--- config.mk ---
export PLATFORM = sky130hd
export DESIGN_NAME = tgc_timer_gate
export DESIGN_NICKNAME = d
export VERILOG_FILES = /design/src/core/tgc_pkg.sv /design/src/core/tgc_timer_gate.sv
export VERILOG_INCLUDE_DIRS = /design/src /design/src/core
export SDC_FILE = /design/constraint.sdc
export NUM_CORES = 1
export LEC_CHECK = 0
export ABC_AREA = 1
export BUFFER_PORTS_ARGS = -buffer_cell sky130_fd_sc_hd__buf_4
export CORE_MARGIN = 3
export CORE_UTILIZATION = 47
export CTS_CLUSTER_DIAMETER = 30
export DETAILED_ROUTE_END_ITERATION = 6
export GPL_ROUTABILITY_DRIVEN = 0
export PLACE_DENSITY_LB_ADDON = 0.3
export SYNTH_ARGS = -nofsm -noshare
export SYNTH_HDL_FRONTEND = slang
export SYNTH_SLANG_ARGS = --single-unit
--- constraint.sdc ---
create_clock -name aclk -period 1.5 [get_ports aclk]
set_clock_uncertainty 0.1 [all_clocks]
set_input_delay 0.075 -clock aclk [delete_from_list [all_inputs] [get_ports aclk]]
set_output_delay 0.075 -clock aclk [all_outputs]
set_load 0.02 [all_outputs]
--- src/core/tgc_map.svh ---
// Register offsets, field positions, reset values and codes of the timer gate control block.
`ifndef TGC_MAP_SVH
`define TGC_MAP_SVH

// ==========================================================================
// Register map (AXI4-Lite byte addresses)
// ==========================================================================
`define TGC_GATE_CONTROL_OFFSET 12'h000
`define TGC_TIMER_CONTROL_OFFSET 12'h004
`define TGC_COUNT_OFFSET 12'h008

// ==========================================================================
// Gate control fields
// ==========================================================================
`define TGC_BIT_ENABLE 7
`define TGC_BIT_POLARITY 6
`define TGC_BIT_TOGGLE 5
`define TGC_BIT_SINGLE 4
`define TGC_BIT_GO_DONE 3
`define TGC_BIT_VALUE 2
`define TGC_GATE_CONTROL_RESET 8'h00
`define TGC_SRC_PIN 2'h0
`define TGC_SRC_OVERFLOW 2'h1

// ==========================================================================
// Timer control fields
// ==========================================================================
`define TGC_BIT_TIMER_ON 0

// ==========================================================================
// Bus answers
// ==========================================================================
`define TGC_RESP_OKAY 2'h0
`define TGC_RESP_SLVERR 2'h2

`endif

--- src/core/tgc_pkg.sv ---
// Types shared by the timer gate control block.
package tgc_pkg;
  // Software-held fields of the gate control register.
  typedef struct packed {
    logic       enable;
    logic       polarity;
    logic       toggle;
    logic       single;
    logic       go_done;
    logic [1:0] source;
  } tgc_gate_cfg_t;

  // Gate state seen by the timer.
  typedef struct packed {
    logic value;
    logic count_enable;
  } tgc_gate_stat_t;
endpackage

--- src/core/tgc_timer_gate.sv ---
// Timer gate control with AXI4-Lite register access and a 16-bit gated counter.
//
// Contract
// - Gate enable ignored while timer is off.
// - Both set: count only when gate allows.
// - Single-pulse bit selects single-pulse gate mode.
// - Eight-bit register layout, cleared on reset.
// - Source 00 pin, 01 other overflow.
// - Value bit shows gate, ignores enable.
// - Go/done armed by software, cleared by hardware.
//
// The register addresses and the AXI4-Lite interface to the registers were left to the implementer.
`include "tgc_map.svh"
`timescale 1ns/1ps
`default_nettype none

module tgc_timer_gate
  import tgc_pkg::*;
(
  input  wire logic        aclk,
  input  wire logic        aresetn,
  input  wire logic [11:0] s_axi_awaddr,
  input  wire logic        s_axi_awvalid,
  output logic             s_axi_awready,
  input  wire logic [31:0] s_axi_wdata,
  input  wire logic [3:0]  s_axi_wstrb,
  input  wire logic        s_axi_wvalid,
  output logic             s_axi_wready,
  output logic [1:0]       s_axi_bresp,
  output logic             s_axi_bvalid,
  input  wire logic        s_axi_bready,
  input  wire logic [11:0] s_axi_araddr,
  input  wire logic        s_axi_arvalid,
  output logic             s_axi_arready,
  output logic [31:0]      s_axi_rdata,
  output logic [1:0]       s_axi_rresp,
  output logic             s_axi_rvalid,
  input  wire logic        s_axi_rready,
  input  wire logic        gate_pin,
  input  wire logic        other_timer_overflow,
  output logic             timer_count_enable,
  output logic             timer_overflow
);

  // ========================================================================
  // Storage
  // ========================================================================
  tgc_gate_cfg_t  cfg_q;          // Writable gate control fields.
  tgc_gate_stat_t stat_q;         // Registered gate value and count enable.
  logic           timer_on_q;     // Timer-on bit.
  logic [15:0]    count_q;        // Timer count.
  logic           overflow_q;     // Overflow pulse.
  logic [1:0]     pin_sync_q;     // Pin synchroniser; bit 0 is the first stage.
  logic           source_prev_q;  // Previous selected source, for edge detection.
  logic           toggle_ff_q;    // Toggle flip-flop.
  logic           single_ff_q;    // Single-pulse window flip-flop.
  logic           value_prev_q;   // Previous gate value, for completion detection.
  logic           aw_held_q;      // Write address captured.
  logic           w_held_q;       // Write data captured.
  logic [11:0]    awaddr_q;       // Captured write address.
  logic [31:0]    wdata_q;        // Captured write data.
  logic [3:0]     wstrb_q;        // Captured byte enables.
  logic           bvalid_q;       // Write answer pending.
  logic [1:0]     bresp_q;        // Write answer code.
  logic           rvalid_q;       // Read answer pending.
  logic [31:0]    rdata_q;        // Read data.
  logic [1:0]     rresp_q;        // Read answer code.

  // ========================================================================
  // Gate source and gate function
  // ========================================================================
  // Only the second synchroniser stage and the on-chip overflow reach the logic.
  wire logic source_raw = (cfg_q.source == `TGC_SRC_PIN)      ? pin_sync_q[1] :
                          (cfg_q.source == `TGC_SRC_OVERFLOW) ? other_timer_overflow :
                          1'b0;
  // Polarity folds active-low gates into active-high.
  wire logic source_act = cfg_q.polarity ? source_raw : ~source_raw;
  wire logic source_rise = source_act & ~source_prev_q;
  // Toggle mode replaces the level with the toggle flip-flop.
  wire logic after_toggle = cfg_q.toggle ? toggle_ff_q : source_act;
  // Single-pulse mode lets through one active phase after arming.
  wire logic gate_value = cfg_q.single ? (single_ff_q & after_toggle) : after_toggle;
  // Disabled gate or stopped timer: the enable bit carries no weight when off.
  wire logic count_en = timer_on_q & (~cfg_q.enable | gate_value);

  // ========================================================================
  // Bus decode
  // ========================================================================
  // Word hit: compares the word index only, so byte lanes within a word alias.
  function automatic logic word_hit(input logic [11:0] addr, input logic [11:0] offset);
    return addr[11:2] == offset[11:2];
  endfunction
  // Reset image of the register, split so the read-only value bit is left out.
  localparam logic [7:0] GATE_RESET = `TGC_GATE_CONTROL_RESET;
  wire logic wr_fire = aw_held_q & w_held_q & ~bvalid_q;
  wire logic wr_gate = wr_fire & word_hit(awaddr_q, `TGC_GATE_CONTROL_OFFSET);
  wire logic wr_tctl = wr_fire & word_hit(awaddr_q, `TGC_TIMER_CONTROL_OFFSET);
  wire logic wr_cnt  = wr_fire & word_hit(awaddr_q, `TGC_COUNT_OFFSET);
  wire logic wr_ok   = wr_gate | wr_tctl | wr_cnt;
  wire logic [7:0] gate_rd = {cfg_q.enable, cfg_q.polarity, cfg_q.toggle, cfg_q.single,
                              cfg_q.go_done, stat_q.value, cfg_q.source};
  wire logic rd_gate = word_hit(s_axi_araddr, `TGC_GATE_CONTROL_OFFSET);
  wire logic rd_tctl = word_hit(s_axi_araddr, `TGC_TIMER_CONTROL_OFFSET);
  wire logic rd_cnt  = word_hit(s_axi_araddr, `TGC_COUNT_OFFSET);
  wire logic [31:0] rd_word = rd_gate ? {24'h000000, gate_rd} :
                              rd_tctl ? {31'h00000000, timer_on_q} :
                              rd_cnt  ? {16'h0000, count_q} : 32'h00000000;
  wire logic rd_ok = rd_gate | rd_tctl | rd_cnt;
  // Acquisition completes when the passed gate phase ends.
  wire logic acq_done = cfg_q.single & single_ff_q & value_prev_q & ~gate_value;
  wire logic sw_go = wr_gate & wstrb_q[0] & wdata_q[`TGC_BIT_GO_DONE];

  assign s_axi_awready = ~aw_held_q;
  assign s_axi_wready  = ~w_held_q;
  assign s_axi_bvalid  = bvalid_q;
  assign s_axi_bresp   = bresp_q;
  assign s_axi_arready = ~rvalid_q;
  assign s_axi_rvalid  = rvalid_q;
  assign s_axi_rdata   = rdata_q;
  assign s_axi_rresp   = rresp_q;
  assign timer_count_enable = stat_q.count_enable;
  assign timer_overflow     = overflow_q;

  // ========================================================================
  // Write channel: address and data taken in either order.
  // ========================================================================
  always_ff @(posedge aclk) begin
    if (!aresetn) begin
      aw_held_q <= 1'b0;
      w_held_q  <= 1'b0;
      awaddr_q  <= 12'h000;
      wdata_q   <= 32'h00000000;
      wstrb_q   <= 4'h0;
      bvalid_q  <= 1'b0;
      bresp_q   <= `TGC_RESP_OKAY;
    end else begin
      if (s_axi_awvalid && !aw_held_q) begin
        aw_held_q <= 1'b1;
        awaddr_q  <= s_axi_awaddr;
      end
      if (s_axi_wvalid && !w_held_q) begin
        w_held_q <= 1'b1;
        wdata_q  <= s_axi_wdata;
        wstrb_q  <= s_axi_wstrb;
      end
      if (wr_fire) begin
        // Unmapped writes are answered with an error and change nothing.
        bvalid_q <= 1'b1;
        bresp_q  <= wr_ok ? `TGC_RESP_OKAY : `TGC_RESP_SLVERR;
      end else if (bvalid_q && s_axi_bready) begin
        // Address and data slots reopen only once the answer is taken.
        bvalid_q  <= 1'b0;
        aw_held_q <= 1'b0;
        w_held_q  <= 1'b0;
      end
    end
  end

  // ========================================================================
  // Read channel: one read at a time, answered the cycle after it is taken.
  // ========================================================================
  always_ff @(posedge aclk) begin
    if (!aresetn) begin
      rvalid_q <= 1'b0;
      rdata_q  <= 32'h00000000;
      rresp_q  <= `TGC_RESP_OKAY;
    end else if (s_axi_arvalid && !rvalid_q) begin
      rvalid_q <= 1'b1;
      rdata_q  <= rd_word;
      rresp_q  <= rd_ok ? `TGC_RESP_OKAY : `TGC_RESP_SLVERR;
    end else if (rvalid_q && s_axi_rready) begin
      rvalid_q <= 1'b0;
    end
  end

  // ========================================================================
  // Control registers
  // ========================================================================
  always_ff @(posedge aclk) begin
    if (!aresetn) begin
      cfg_q      <= tgc_gate_cfg_t'({GATE_RESET[7:3], GATE_RESET[1:0]});
      timer_on_q <= 1'b0;
    end else begin
      if (wr_gate && wstrb_q[0]) begin
        cfg_q.enable   <= wdata_q[`TGC_BIT_ENABLE];
        cfg_q.polarity <= wdata_q[`TGC_BIT_POLARITY];
        cfg_q.toggle   <= wdata_q[`TGC_BIT_TOGGLE];
        cfg_q.single   <= wdata_q[`TGC_BIT_SINGLE];
        cfg_q.source   <= wdata_q[1:0];
      end
      // Software may only set go/done; a fresh go wins over a completion.
      if (sw_go) begin
        cfg_q.go_done <= 1'b1;
      end else if (acq_done || !cfg_q.single) begin
        cfg_q.go_done <= 1'b0;
      end
      if (wr_tctl && wstrb_q[0]) begin
        timer_on_q <= wdata_q[`TGC_BIT_TIMER_ON];
      end
    end
  end

  // ========================================================================
  // Gate flip-flops and synchroniser
  // ========================================================================
  always_ff @(posedge aclk) begin
    if (!aresetn) begin
      pin_sync_q    <= 2'h0;
      source_prev_q <= 1'b0;
      toggle_ff_q   <= 1'b0;
      single_ff_q   <= 1'b0;
      value_prev_q  <= 1'b0;
      stat_q        <= '0;
    end else begin
      pin_sync_q    <= {pin_sync_q[0], gate_pin};
      source_prev_q <= source_act;
      value_prev_q  <= gate_value;
      // Clearing toggle mode, or stopping the timer, clears the flip-flop.
      if (!cfg_q.toggle || !timer_on_q) begin
        toggle_ff_q <= 1'b0;
      end else if (source_rise) begin
        toggle_ff_q <= ~toggle_ff_q;
      end
      // The window opens on the first active edge while armed.
      if (!cfg_q.go_done) begin
        single_ff_q <= 1'b0;
      end else if (source_rise) begin
        single_ff_q <= 1'b1;
      end
      stat_q.value        <= gate_value;
      stat_q.count_enable <= count_en;
    end
  end

  // ========================================================================
  // Counter, incremented while the gate allows.
  // ========================================================================
  always_ff @(posedge aclk) begin
    if (!aresetn) begin
      count_q    <= 16'h0000;
      overflow_q <= 1'b0;
    end else if (wr_cnt) begin
      count_q    <= wdata_q[15:0];
      overflow_q <= 1'b0;
    end else begin
      overflow_q <= stat_q.count_enable & (count_q == 16'hffff);
      if (stat_q.count_enable) begin
        count_q <= count_q + 16'h0001;
      end
    end
  end

endmodule
`default_nettype wire

==> results.cfg <==
[outcome]
outcome = finished with violations
violations = negative setup slack

[sta]
slew_headroom_pct = 62.6
layout_min_cycle_time_ns = 1.53
tns_ns = -0.111
setup_ws_ns = -0.0316
timing.final.crit_share_pct = 102
hold_violations = 0
drv_slew = 0
rsz0062_at_grt = true
fmax_ghz = 0.653
worstMarginPinSlew_ns = 0.560
finalSetupViolations = 9
whs_ns = 0.0163

[logic_synthesis]
syn_area_um2 = 3840
synth.ff_latch_count = 81
synth-seq-area-share_pct = 42.3
synth_warnings = 0
yosysUniqueCellTypes = 39
synthCells = 536
syn_area_per_cell_um2 = 7.16

[clock_tree]
cts_tree = done
cts_buffer_depth = 2
numCtsBuffers = 9
cts_root_buffer = clkbuf_8
clock-sinks = 81
cts.clk_slew.worst_paths_ns = 0.08
insertion_delay_ns = 0.35
htreeDepth = 3

[detailed_routing]
routed_wl_um = 9950
vias_per_cell = 4.99
drc = 0
wl_per_cell_um = 12.9
via_count = 3840
drt-initial-drc-count = 162
antenna_left = 0
dr.pass1.iters = 4

[placement]
dp_hpwl_um = 6710
pre_cts_slack_ns = -0.00845
io_buffers = 70

[final_layout]
drive_above_1_share_pct = 25.2
nFillCells = 666
area_delta_synth_final_pct = 37.0
num-nets-final = 732
fin_util_pct = 67.3
insertedDiodeCount = 0

[setup_path]
worstReg2RegEnd = cfg_q[2]
crit_arrival_ns = 1.71
critPathKind = reg -> reg
startpoint = awaddr_q[7]
crit_fanout = 13
r2r_cells = 7
rrSetupSlack_ns = -0.03
r2r-start = awaddr_q[7]
worst_setup_path_start_kind = flop
endpoint_kind = flop
required_ns = 1.68
cp-endpoint = cfg_q[2]

[global_routing]
grt_max_degree = 36
grt_pass1_wl_um = 16200
grt_pass1_vias = 3592
antenna_found_initial = 0
grt_util_all_layers_pct = 22.4
grt_overflow_total = 0

[worst_hold_path]
hold_class = in -> reg
min_from = s_axi_araddr[2]

[floorplanning]
core_um2 = 7810
die-width_um = 96.4
die-area_um2 = 9290
initial_core_util_pct = 49.2
num_rows = 32
die_h_um = 96.4
ios = 112

[power_and_ir_drop]
irDropWorstVdd_mv = 0.557
power_density_nw_per_um2 = 845
p_leak_nw = 2.37
total_power_mw = 4.44

[flow_run]
max-cap-violations = 0
## flip-flops by register name, indices dropped and copies added (netlist names), 2 cells and up
signal       count
pin_sync_q       2
cfg_q            7
wdata_q         16
count_q         16
s_axi_rdata     16
awaddr_q        10
## logic make-up after synthesis
group / after synthesis / share of synthesized area (%)
other cells: 1 / 0.0977
fa+ha+maj: 1 / 0.326
xor+xnor: 9 / 2.05
simple gates: 272 / 31.9
compound gates: 84 / 12.1
buf+inv: 88 / 11.3
flops: 81 / 42.3
## cells in the final DEF (no fill, tap or decap), types with 2 or more instances in the layout
| master | Yosys | layout |
|---|---|---|
| nor2_1 | 103 | 98 |
| buf_4 | 18 | 93 |
| nand2_1 | 95 | 89 |
| dfxtp_1 | 81 | 73 |
| inv_1 | 45 | 44 |
| nand3_1 | 44 | 41 |
| dlygate4sd3_1 | 0 | 35 |
| o21ai_0 | 35 | 34 |
| a21oi_1 | 31 | 28 |
| conb_1 | 1 | 18 |
| clkbuf_8 | 0 | 9 |
| nand3_2 | 5 | 8 |
| nand4_1 | 8 | 8 |
| a31oi_1 | 7 | 7 |
| dfxtp_2 | 0 | 7 |
| nand2_2 | 2 | 6 |
| nor2_2 | 2 | 6 |
| xor2_1 | 6 | 6 |
| buf_6 | 4 | 5 |
| nor2_4 | 3 | 4 |
| a211oi_2 | 2 | 4 |
| xnor2_1 | 3 | 3 |
| a21oi_2 | 0 | 3 |
| inv_2 | 3 | 3 |
| clkinvlp_4 | 0 | 3 |
| clkinv_1 | 2 | 2 |
| nand2_4 | 0 | 2 |
| nor3_1 | 2 | 2 |
| o211ai_1 | 2 | 2 |
| a211oi_1 | 4 | 2 |
| clkinv_2 | 0 | 2 |
| buf_12 | 0 | 2 |
## layout make-up
class,count,area [um^2],area share [%]
Multi-Input combinational cell,384,1950,37.1
Clock buffer,9,124,2.36
Timing Repair Buffer,136,1160,22.0
Tap cell,102,128,2.43
Clock inverter,7,71.3,1.36
Inverter,50,190,3.62
Sequential cell,81,1630,31.1
## critical path: stages, from the launching register on
cell and delay, ns:
dfxtp_1 0.31, nor2_1 0.17, nand2_2 0.10, nor2_4 0.20, nand4_2 0.12, buf_6 0.17
nand2b_4 0.14, a21oi_1 0.14
## synthesized netlist by cell type, drive strengths merged
cell    instances  area (um^2)
nor3            3         26.3
xor2            6         52.6
a31oi           7         43.8
buf            29          211
nor2          109          453
nand4           9         62.6
nand3          49          270
o22ai           1         6.26
clkinv          2         7.51
a21o            1         7.51
ha              1         12.5
clkbuf          9         33.8
nand3b          1         7.51
a21oi          31          155
nand2b          1         6.26
nor4            1         6.26
inv            48          180
o211ai          2         15.0
conb            1         3.75
nor3b           1         12.5
a211oi          6         55.1
nand2          97          369
o21ai          35          175
dfxtp          81         1620
xnor2           3         26.3
or2             1         8.76
o21a            1         7.51
## per-stage QoR
| stage | instance area [um^2] | std cells |
|---|---|---|
| after floorplan | 3900 | 553 |
| after global placement | 4550 | 716 |
| after detailed placement | 4550 | 716 |
| after CTS | 5120 | 768 |
| after global routing | 5260 | 769 |
| final | 5260 | 769 |
## routing by layer
metal  global-route usage, %  vias to the layer above  part of all wire [%]
met5                       0                        -                     0
met4                    7.94                        0                   2.0
met3                    4.22                       19                   6.6
met2                    38.1                      132                    49
met1                    28.1                     1739                    42
li1                        -                     1950                     -
## power by group
group / total (mW) / internal, mW / switching (mW)
clock: 1.59 / 0.765 / 0.822
sequential: 2.28 / 2.23 / 0.0490
combinational: 0.580 / 0.267 / 0.313
## timing repair
item                       4_1_cts  5_1_grt
pin swaps                        0       11
cloned                           0        0
buffers inserted                 0        1
hold endpoints to repair        34        0
resized for setup                5       38
setup endpoints to repair        8       23
hold buffers                    36        0
## worst min path at each step
stage	endpoint	depth (start not counted)
after detailed placement	pin_sync_q[0]	3
after CTS	s_axi_rdata[3]	4
after global placement	pin_sync_q[0]	3
after global routing	s_axi_rdata[3]	4
final	s_axi_rdata[3]	4
after floorplan	pin_sync_q[0]	2
Note: power is estimated with default switching activity, not from simulation.
